==> config.mk <==
export PLATFORM = sky130hd
export DESIGN_NAME = ubsc_bus_state_ctrl
export DESIGN_NICKNAME = d
export VERILOG_FILES = /design/src/hw/ubsc_bus_state_ctrl.v
export VERILOG_INCLUDE_DIRS = /design/src /design/src/hw
export SDC_FILE = /design/constraint.sdc
export NUM_CORES = 1
export LEC_CHECK = 0
export CAP_MARGIN = 20
export CORE_MARGIN = 3
export CORE_UTILIZATION = 45
export DETAILED_ROUTE_END_ITERATION = 12
export DONT_BUFFER_PORTS = 1
export MAX_ROUTING_LAYER = met4
export PLACE_DENSITY_LB_ADDON = 0.15
export SYNTH_ARGS = -nofsm -noshare
export SYNTH_HDL_FRONTEND = slang
export SYNTH_SLANG_ARGS = --single-unit
==> constraint.sdc <==
create_clock -name pclk -period 2.3 [get_ports pclk]
set_input_delay 0.23 -clock pclk [delete_from_list [all_inputs] [get_ports pclk]]
set_output_delay 0.23 -clock pclk [all_outputs]
set_load 0.1 [all_outputs]
==> src/hw/ubsc_consts.vh <==
/*
 * Constants for the USB device bus-state control block: register offsets,
 * field positions, reset values and timing counts.
 * Assumes a 100 MHz pclk and an APB register bus with 32-bit data.
 */
`ifndef UBSC_CONSTS_VH
`define UBSC_CONSTS_VH

// ----------------------------------------------------------------------
// Register offsets (byte addresses)
// ----------------------------------------------------------------------
`define UBSC_OFF_ENABLE      12'h000
`define UBSC_OFF_PULLUP      12'h004
`define UBSC_OFF_LINEVAL     12'h008
`define UBSC_OFF_TASKS       12'h00c
`define UBSC_OFF_CAUSE       12'h010
`define UBSC_OFF_ADDR        12'h014
`define UBSC_OFF_EPEN        12'h018
`define UBSC_OFF_STATUS      12'h01c
`define UBSC_OFF_WAKEEN      12'h020

// ----------------------------------------------------------------------
// Field positions
// ----------------------------------------------------------------------
`define UBSC_TASK_DRIVE      0
`define UBSC_TASK_RELEASE    1
`define UBSC_CAUSE_READY     0
`define UBSC_CAUSE_SUSPEND   1
`define UBSC_CAUSE_RESUME    2
`define UBSC_CAUSE_RESET     3

// Line state codes, D+ in bit 1 and D- in bit 0.
`define UBSC_LS_SE0          2'h0
`define UBSC_LS_K            2'h1
`define UBSC_LS_J            2'h2
`define UBSC_LS_SE1          2'h3

// ----------------------------------------------------------------------
// Reset values
// ----------------------------------------------------------------------
`define UBSC_RST_ENABLE      1'h0
`define UBSC_RST_PULLUP      1'h0
`define UBSC_RST_ADDR        7'h00
`define UBSC_RST_EPEN        16'h0001

// ----------------------------------------------------------------------
// Timing: times in ns, cycle counts derived from the 10 ns period
// ----------------------------------------------------------------------
`define UBSC_CLK_PERIOD_NS   10
`define UBSC_DETRST_NS       2500
`define UBSC_DETRST_CYC      ((`UBSC_DETRST_NS + `UBSC_CLK_PERIOD_NS - 1) / `UBSC_CLK_PERIOD_NS)
`define UBSC_SUSPEND_NS      3000000
`define UBSC_SUSPEND_CYC     ((`UBSC_SUSPEND_NS + `UBSC_CLK_PERIOD_NS - 1) / `UBSC_CLK_PERIOD_NS)
`define UBSC_PWRUP_NS        1000
`define UBSC_PWRUP_CYC       ((`UBSC_PWRUP_NS + `UBSC_CLK_PERIOD_NS - 1) / `UBSC_CLK_PERIOD_NS)
`define UBSC_PWRDN_NS        1000
`define UBSC_PWRDN_CYC       ((`UBSC_PWRDN_NS + `UBSC_CLK_PERIOD_NS - 1) / `UBSC_CLK_PERIOD_NS)

`endif

==> src/hw/ubsc_bus_state_ctrl.v <==
/*
 * USB device bus-state and connection control: transceiver enable, D+
 * pull-up, J/K/SE0/SE1 decoding, bus reset, suspend and resume detection
 * and forced line driving, with an APB register slave.
 * Assumes dp_i/dm_i are already synchronous to pclk and that vbus_valid
 * reports the supply comparator level.
 */
`timescale 1ns/1ps
`default_nettype none
`include "ubsc_consts.vh"

// What this block does
// - Decode J and K line states
// - Decode SE0 and SE1 line states
// - Idle means bus held in J
// - Drivers, pull-up need VBUS and enable
// - Transceiver power follows enable register
// - Enable reads enabled until fully disabled
// - Traffic and events other than power-ready only with pull-up
// - Pull-up disconnected after chip reset
// - No bus reset while pull-up off
// - Pull-up strength follows bus activity automatically
// - Force task drives lines, release frees
// - Long SE0 raises bus-reset event only
// - Bus reset clears address, endpoints back to endpoint 0 only
// - Ignore traffic until first bus reset
// - Full speed only, ignore chirp
// - Detect idle and enter suspend
// - Resume on any non-idle signalling
// - Remote wake-up only when enabled
// - Idle timeout raises suspend cause event
// - Non-J state raises resume cause event
module ubsc_bus_state_ctrl
#(
    parameter SUSPEND_CYC = `UBSC_SUSPEND_CYC
)
(
    input  wire        pclk,
    input  wire        presetn,
    input  wire        psel,
    input  wire        penable,
    input  wire        pwrite,
    input  wire [11:0] paddr,
    input  wire [31:0] pwdata,
    output reg  [31:0] prdata,
    output reg         pready,
    output reg         pslverr,
    input  wire        vbus_valid,
    input  wire        phy_power_ok,
    input  wire        dp_i,
    input  wire        dm_i,
    output reg         dp_o,
    output reg         dp_oe,
    output reg         dm_o,
    output reg         dm_oe,
    output reg         pullup_on,
    output reg         pullup_strong,
    output reg         phy_power_on,
    output reg         traffic_allow,
    output reg         suspended,
    output reg         bus_reset_event,
    output reg         general_bus_event,
    output reg         phy_power_ready_event
);

    // Power sequencer states.
    localparam [1:0] PWR_OFF  = 2'h0;
    localparam [1:0] PWR_UP   = 2'h1;
    localparam [1:0] PWR_ON   = 2'h2;
    localparam [1:0] PWR_DOWN = 2'h3;

    // Integer counts cut to counter width.
    localparam integer PWRUP_INT  = `UBSC_PWRUP_CYC;
    localparam integer PWRDN_INT  = `UBSC_PWRDN_CYC;
    localparam integer DETRST_INT = `UBSC_DETRST_CYC;

    localparam [15:0] PWRUP_CYC  = PWRUP_INT[15:0];
    localparam [15:0] PWRDN_CYC  = PWRDN_INT[15:0];
    localparam [15:0] DETRST_CYC = DETRST_INT[15:0];
    localparam [31:0] SUSP_CYC   = SUSPEND_CYC;

    // ------------------------------------------------------------------
    // State
    // ------------------------------------------------------------------
    reg        enable_q;
    reg [1:0]  pwr_state_q;
    reg [15:0] pwr_cnt_q;
    reg        pullup_q;
    reg        wake_en_q;
    reg [1:0]  line_val_q;
    reg        forcing_q;
    reg [1:0]  forced_line_state_q;
    reg [3:0]  event_cause_q;
    reg [6:0]  device_address_q;
    reg [15:0] ep_enable_q;
    reg [15:0] se0_cnt_q;
    reg        reset_seen_q;
    reg [31:0] idle_cnt_q;
    reg        susp_q;

    wire [1:0] line_state = {dp_i, dm_i};
    wire       ls_j   = (line_state == `UBSC_LS_J);
    wire       ls_k   = (line_state == `UBSC_LS_K);
    wire       ls_se0 = (line_state == `UBSC_LS_SE0);
    wire       ls_se1 = (line_state == `UBSC_LS_SE1);
    wire       bus_idle = ls_j;
    wire       phy_live = vbus_valid && (pwr_state_q == PWR_ON);
    wire       connected = phy_live && pullup_q;

    // Write at access edge, read at setup.
    wire       wr_en = psel && penable && pwrite && pready;
    wire       rd_en = psel && !penable && !pwrite;

    // Cause bits written with one are cleared; a same-cycle set wins.
    wire       wr_cause = wr_en && (paddr == `UBSC_OFF_CAUSE);
    wire       wr_task  = wr_en && (paddr == `UBSC_OFF_TASKS);

    // ------------------------------------------------------------------
    // Event detection
    // ------------------------------------------------------------------
    wire rst_hit  = connected && ls_se0 &&
                    (se0_cnt_q == DETRST_CYC - 16'h0001);
    wire susp_hit = connected && !susp_q && bus_idle &&
                    (idle_cnt_q == SUSP_CYC - 32'h00000001);
    wire res_hit  = connected && susp_q && !bus_idle;
    wire rdy_hit  = (pwr_state_q == PWR_UP) &&
                    (pwr_cnt_q == 16'h0000) && phy_power_ok;

    // ------------------------------------------------------------------
    // Power sequencer: PHY power tracks the enable register.
    // ------------------------------------------------------------------
    always @(posedge pclk or negedge presetn)
    begin
        if (!presetn)
        begin
            pwr_state_q <= PWR_OFF;
            pwr_cnt_q   <= 16'h0000;
        end
        else
        begin
            case (pwr_state_q)
                PWR_OFF:
                    if (enable_q)
                    begin
                        pwr_state_q <= PWR_UP;
                        pwr_cnt_q   <= PWRUP_CYC;
                    end
                PWR_UP:
                    if (!enable_q)
                    begin
                        pwr_state_q <= PWR_DOWN;
                        pwr_cnt_q   <= PWRDN_CYC;
                    end
                    else if (pwr_cnt_q != 16'h0000)
                        pwr_cnt_q <= pwr_cnt_q - 16'h0001;
                    else if (phy_power_ok)
                        pwr_state_q <= PWR_ON;
                PWR_ON:
                    if (!enable_q)
                    begin
                        pwr_state_q <= PWR_DOWN;
                        pwr_cnt_q   <= PWRDN_CYC;
                    end
                default:
                    if (pwr_cnt_q != 16'h0000)
                        pwr_cnt_q <= pwr_cnt_q - 16'h0001;
                    else
                        pwr_state_q <= PWR_OFF;
            endcase
        end
    end

    // ------------------------------------------------------------------
    // Line watchers: SE0 length, idle length, suspend and first reset.
    // ------------------------------------------------------------------
    always @(posedge pclk or negedge presetn)
    begin
        if (!presetn)
        begin
            se0_cnt_q    <= 16'h0000;
            idle_cnt_q   <= 32'h00000000;
            susp_q       <= 1'b0;
            reset_seen_q <= 1'b0;
        end
        else if (!connected)
        begin
            // Without the pull-up the host pull-downs give SE0; ignore it.
            se0_cnt_q    <= 16'h0000;
            idle_cnt_q   <= 32'h00000000;
            susp_q       <= 1'b0;
            reset_seen_q <= 1'b0;
        end
        else
        begin
            // Counters saturate: hits fire once.
            if (!ls_se0)
                se0_cnt_q <= 16'h0000;
            else if (se0_cnt_q != DETRST_CYC)
                se0_cnt_q <= se0_cnt_q + 16'h0001;
            if (!bus_idle)
                idle_cnt_q <= 32'h00000000;
            else if (idle_cnt_q != SUSP_CYC)
                idle_cnt_q <= idle_cnt_q + 32'h00000001;
            if (susp_hit)
                susp_q <= 1'b1;
            else if (res_hit)
                susp_q <= 1'b0;
            if (rst_hit)
                reset_seen_q <= 1'b1;
        end
    end

    // ------------------------------------------------------------------
    // Event pulses and status outputs.
    // ------------------------------------------------------------------
    always @(posedge pclk or negedge presetn)
    begin
        if (!presetn)
        begin
            bus_reset_event       <= 1'b0;
            general_bus_event     <= 1'b0;
            phy_power_ready_event <= 1'b0;
            suspended             <= 1'b0;
            traffic_allow         <= 1'b0;
            pullup_on             <= 1'b0;
            pullup_strong         <= 1'b0;
            phy_power_on          <= 1'b0;
        end
        else
        begin
            bus_reset_event       <= rst_hit;
            general_bus_event     <= susp_hit || res_hit || rdy_hit;
            phy_power_ready_event <= rdy_hit;
            suspended             <= susp_hit || (susp_q && !res_hit);
            // Full-speed only: no chirp answer, traffic after first reset.
            traffic_allow         <= connected && reset_seen_q;
            pullup_on             <= connected;
            // Stronger pull-up while the bus is active, weaker when idle.
            pullup_strong         <= connected && !bus_idle;
            phy_power_on          <= enable_q;
        end
    end

    // ------------------------------------------------------------------
    // Forced line drive; J, K, SE1 or a released bus, never SE0.
    // ------------------------------------------------------------------
    always @(posedge pclk or negedge presetn)
    begin
        if (!presetn)
        begin
            forcing_q           <= 1'b0;
            forced_line_state_q <= `UBSC_LS_J;
            dp_o                <= 1'b0;
            dm_o                <= 1'b0;
            dp_oe               <= 1'b0;
            dm_oe               <= 1'b0;
        end
        else
        begin
            if (!phy_live || (wr_task && pwdata[`UBSC_TASK_RELEASE]))
                forcing_q <= 1'b0;
            else if (wr_task && pwdata[`UBSC_TASK_DRIVE] &&
                     (line_val_q != `UBSC_LS_SE0 || wake_en_q))
            begin
                // The value is captured only when the task fires.
                forcing_q           <= 1'b1;
                // Resume request sends K, never SE0.
                if (line_val_q == `UBSC_LS_SE0)
                    forced_line_state_q <= `UBSC_LS_K;
                else
                    forced_line_state_q <= line_val_q;
            end
            dp_o  <= forced_line_state_q[1];
            dm_o  <= forced_line_state_q[0];
            dp_oe <= forcing_q && phy_live;
            dm_oe <= forcing_q && phy_live;
        end
    end

    // ------------------------------------------------------------------
    // APB register slave: zero wait states, error on unmapped address.
    // ------------------------------------------------------------------
    always @(posedge pclk or negedge presetn)
    begin
        if (!presetn)
        begin
            enable_q         <= `UBSC_RST_ENABLE;
            pullup_q         <= `UBSC_RST_PULLUP;
            wake_en_q        <= 1'b0;
            line_val_q       <= `UBSC_LS_J;
            event_cause_q    <= 4'h0;
            device_address_q <= `UBSC_RST_ADDR;
            ep_enable_q      <= `UBSC_RST_EPEN;
            prdata           <= 32'h00000000;
            pready           <= 1'b0;
            pslverr          <= 1'b0;
        end
        else
        begin
            // Answer every access at once.
            pready  <= psel && !penable;
            pslverr <= 1'b0;
            if (psel && !penable)
            begin
                if (paddr != `UBSC_OFF_ENABLE && paddr != `UBSC_OFF_PULLUP &&
                    paddr != `UBSC_OFF_LINEVAL && paddr != `UBSC_OFF_TASKS &&
                    paddr != `UBSC_OFF_CAUSE && paddr != `UBSC_OFF_ADDR &&
                    paddr != `UBSC_OFF_EPEN && paddr != `UBSC_OFF_STATUS &&
                    paddr != `UBSC_OFF_WAKEEN)
                    pslverr <= 1'b1;
            end
            // Read data stands in the access cycle.
            if (rd_en)
            begin
                if (paddr == `UBSC_OFF_ENABLE)
                    prdata <= {31'h0, enable_q || (pwr_state_q != PWR_OFF)};
                else if (paddr == `UBSC_OFF_PULLUP)
                    prdata <= {31'h0, pullup_q};
                else if (paddr == `UBSC_OFF_LINEVAL)
                    prdata <= {30'h0, line_val_q};
                else if (paddr == `UBSC_OFF_CAUSE)
                    prdata <= {28'h0, event_cause_q};
                else if (paddr == `UBSC_OFF_ADDR)
                    prdata <= {25'h0, device_address_q};
                else if (paddr == `UBSC_OFF_EPEN)
                    prdata <= {16'h0, ep_enable_q};
                else if (paddr == `UBSC_OFF_STATUS)
                    prdata <= {26'h0, reset_seen_q, susp_q, ls_se1,
                               ls_se0, ls_k, ls_j};
                else if (paddr == `UBSC_OFF_WAKEEN)
                    prdata <= {31'h0, wake_en_q};
                else
                    prdata <= 32'h00000000;
            end
            if (wr_en && paddr == `UBSC_OFF_ENABLE)
                enable_q <= pwdata[0];
            if (wr_en && paddr == `UBSC_OFF_PULLUP)
                pullup_q <= pwdata[0];
            if (wr_en && paddr == `UBSC_OFF_LINEVAL)
                line_val_q <= pwdata[1:0];
            if (wr_en && paddr == `UBSC_OFF_WAKEEN)
                wake_en_q <= pwdata[0];
            // Bus reset wins over a software write to address and endpoints.
            if (rst_hit)
            begin
                device_address_q <= `UBSC_RST_ADDR;
                ep_enable_q      <= `UBSC_RST_EPEN;
            end
            else
            begin
                if (wr_en && paddr == `UBSC_OFF_ADDR)
                    device_address_q <= pwdata[6:0];
                if (wr_en && paddr == `UBSC_OFF_EPEN)
                    ep_enable_q <= pwdata[15:0];
            end
            // Write one to clear; a hardware set in the same cycle wins.
            event_cause_q <= (event_cause_q &
                              ~(wr_cause ? pwdata[3:0] : 4'h0)) |
                             {rst_hit, res_hit, susp_hit, rdy_hit};
        end
    end

endmodule
`default_nettype wire

==> impl_metrics.env <==
export IMPL_critical_path_max_fanout=10
export IMPL_clkPwrFrac_pct=40.3
export IMPL_syn2layout_area_growth_pct=17.62
export IMPL_ys_flop_type="dfrtp_1"
export IMPL_drt_iter0_drc=312
export IMPL_initial_utilization_pct=46.19
export IMPL_status="complete, but fails checks"
export IMPL_nets=798
export IMPL_worst_setup_path_type="flop to flop"
export IMPL_synthDistinctLibCells=66
export IMPL_grt_util_all_layers_pct=20.57
export IMPL_ir_worst_vdd_mv=0.7294
export IMPL_pin_count=99
export IMPL_pwr_share_comb_pct=20.6
export IMPL_fin_crit_ns=2.126
export IMPL_core_mm2=0.01459
export IMPL_tightest_slew_ns=0.9640
export IMPL_synthTopCellsByCount="129 x dfrtp_1, 100 x nor2_1, 46 x nand2_1, 25 x mux2i_1, 25 x o21ai_0"
export IMPL_tns_ns=0
export IMPL_synth_most_common_cell="dfrtp_1"
export IMPL_portBuffers=0
export IMPL_holdWs_ns=-0.4990
export IMPL_dpl_cell_area_mm2=0.007157
export IMPL_grt_pass1_wl_mm=26.19
export IMPL_synth_seq_cells=132
export IMPL_die_w_um=128.4
export IMPL_synth_edf_count=0
export IMPL_grt_max_degree=133
export IMPL_p_per_area_mw_per_mm2=830.6
export IMPL_drtAntennaViolNets=0
export IMPL_hpwl_mm=10.45
export IMPL_async_flop_share_pct=100.0
export IMPL_ys_seq_area_share_pct=49.07
export IMPL_fin_util_pct=54.33
export IMPL_antenna_found_initial=0
export IMPL_clock_path_buffers=2
export IMPL_overflow=0
export IMPL_synth_cells=674
export IMPL_rsz0062_at_grt="no"
export IMPL_maxCapViolCount=0
export IMPL_slew_violations=0
export IMPL_vias_per_cell=5.524
export IMPL_relSlewSlack_pct=35.92
export IMPL_wire_per_inst_um=16.38
export IMPL_seq_power_share_pct=39.1
export IMPL_synth_top_area_share_pct=47.90
export IMPL_synth_top_cell_by_area="dfrtp_1"
export IMPL_cts_made_buffers=17
export IMPL_crit_arrival_ns=2.47
export IMPL_path_clk_slew_ns=0.06
export IMPL_syn_avg_cell_area_um2=9.998
export IMPL_vias=5143
export IMPL_cts_tree="done"
export IMPL_gp_routability_congestion=0.8872
export IMPL_violations="hold timing"
export IMPL_switchingPower_mw=1.945
export IMPL_finalClockSkew_ns=0.01598
export IMPL_cp_end_kind="flop"
export IMPL_grt_pass1_vias=5151
export IMPL_dieArea_mm2=0.01648
export IMPL_swShare_pct=29.54
export IMPL_dr_pass1_iters=7
export IMPL_fin_area_mm2=0.007926
export IMPL_h_tree_depth=4
export IMPL_hold_path_class="input pin to async pin"
export IMPL_cp_start_kind="flop"
export IMPL_p_leak_nw=3.366
export IMPL_drive_gt1_share_pct=14.99
export IMPL_die_y_um=128.4
export IMPL_finalHoldViolCount=133
export IMPL_clock_fmax_mhz=470.4
export IMPL_yosys_warnings=0
export IMPL_antennaDiodeCount=0
export IMPL_setup_violations=0
export IMPL_clk_insertion_delay_late_ns=0.43
export IMPL_rows=44
export IMPL_syn_cell_area_mm2=0.006739
export IMPL_ctsHoldBuffers=18
export IMPL_numClockSinks=132
export IMPL_p_int_mw=4.639
export IMPL_totalWireLength_mm=15.25
export IMPL_postCtsSetupRepairBufs=0
export IMPL_drc=0
export IMPL_yosys_top_cells_area="dfrtp_1 48%, nor2_1 5.6%, mux2i_1 3.7%"
export IMPL_period_share_pct=92.43
export IMPL_critPathRequiredTime_ns=2.64
export IMPL_cts_root_buffer="clkbuf_16"
-- registers in the layout (all words and copies together) (netlist names), 2 cells and up --
register	cells
prdata	16
se0_cnt_q	16
pwr_cnt_q	16
forced_line_state_q	2
line_val_q	2
event_cause_q	4
idle_cnt_q	32
device_address_q	7
ep_enable_q	16
pwr_state_q	2
-- layer usage --
metal | part of all wire [%] | vias up | wire (µm) | track usage (%)
li1 | - | 2470 | - | -
met1 | 45 | 2541 | 6920 | 26.70
met2 | 48 | 113 | 7385 | 31.57
met3 | 4.4 | 19 | 672 | 5.355
met4 | 1.8 | 0 | 272 | 6.866
met5 | 0 | - | 0 | -
-- timing repair --
action | 4_1_cts | 5_1_grt
gates resized for setup | 0 | 2
endpoints found under the hold margin | 165 | 132
setup endpoints to repair | 0 | 1
-- cell type report --
cell class / instances / area [µm²]
Timing Repair Buffer: 62 / 510.5
Tap cell: 184 / 230.2
Clock buffer: 19 / 452.9
Inverter: 24 / 90.09
Clock inverter: 13 / 132.6
Fill cell: 1289 / 6663
Sequential cell: 132 / 3311
Multi-Input combinational cell: 497 / 3199
-- logic make-up after synthesis --
family                   count (synthesis)  synth area share, %
buffers and inverters                   60                4.456
flip-flops                             132                49.07
XOR/XNOR                                40                5.199
AND/OR/NAND/NOR                        309                24.88
AO/OA/AOI/OAI                           85                8.411
other                                    1              0.05565
adder cells (fa/ha/maj)                 11                2.042
multiplexers                            36                5.886
-- power by group through the flow --
stage	Combinational [mW]	Sequential [mW]	Clock [mW]
floorplan	1.01	2.59	0
global placement	1.28	2.60	0
detailed placement	1.31	2.61	0
CTS	1.34	2.57	2.71
global route	1.52	2.59	2.82
finish	1.36	2.58	2.65
-- cells in the final DEF (no fill, tap or decap), drive strengths merged, types with 6 or more instances in the layout --
master,synthesis,final
a21oi,21,21
a22o,10,10
and3,6,6
buf,22,44
clkbuf,14,19
clkinv,0,6
conb,1,16
dfrtp,129,129
dlygate4sd3,0,18
ha,11,11
inv,24,25
mux2,9,9
mux2i,25,25
nand2,47,47
nand2b,8,8
nand3,25,25
nand4,18,18
nor2,100,100
nor2b,7,7
nor3,19,19
nor4,22,22
o21ai,25,25
or3,19,19
or4,7,7
xnor2,24,24
xor2,16,16
-- worst max-delay path, cell delays in order, from the launching register on --
cell and delay, ns:
dfrtp_1 0.42, and4_1 0.36, nand2_4 0.12, or4_1 0.64
or3_1 0.35, a21oi_1 0.16
-- metrics by stage --
| stage | worst slack [ns] | cells | power [mW] |
|---|---|---|---|
| 2_1_floorplan | 0.09720 | 689 | 3.598 |
| 4_1_cts | 0.1291 | 931 | 6.623 |
| 3_3_place_gp | 0.1733 | 881 | 3.878 |
| 3_5_place_dp | 0.1390 | 881 | 3.914 |
| 6_report | 0.1741 | 931 | 6.584 |
| 5_1_grt | 0.02870 | 931 | 6.920 |
-- path summary, 6_finish.rpt --
path | from | to | slack [ns] | depth (start not counted)
worst min register to register | forced_line_state_q[0] | dm_o | 0.40 | 0
min in group pclk | pwdata[14] | ep_enable_q[14] | -0.01 | 2
worst max register to register | idle_cnt_q[6] | idle_cnt_q[27] | 0.17 | 5
worst min-delay path | presetn | pwr_cnt_q[0] | -0.50 | 0
max in group asynchronous | presetn | ep_enable_q[0] | 2.51 | 0
worst max-delay path | idle_cnt_q[6] | idle_cnt_q[27] | 0.17 | 5
Power figures use the tool's default switching activity.
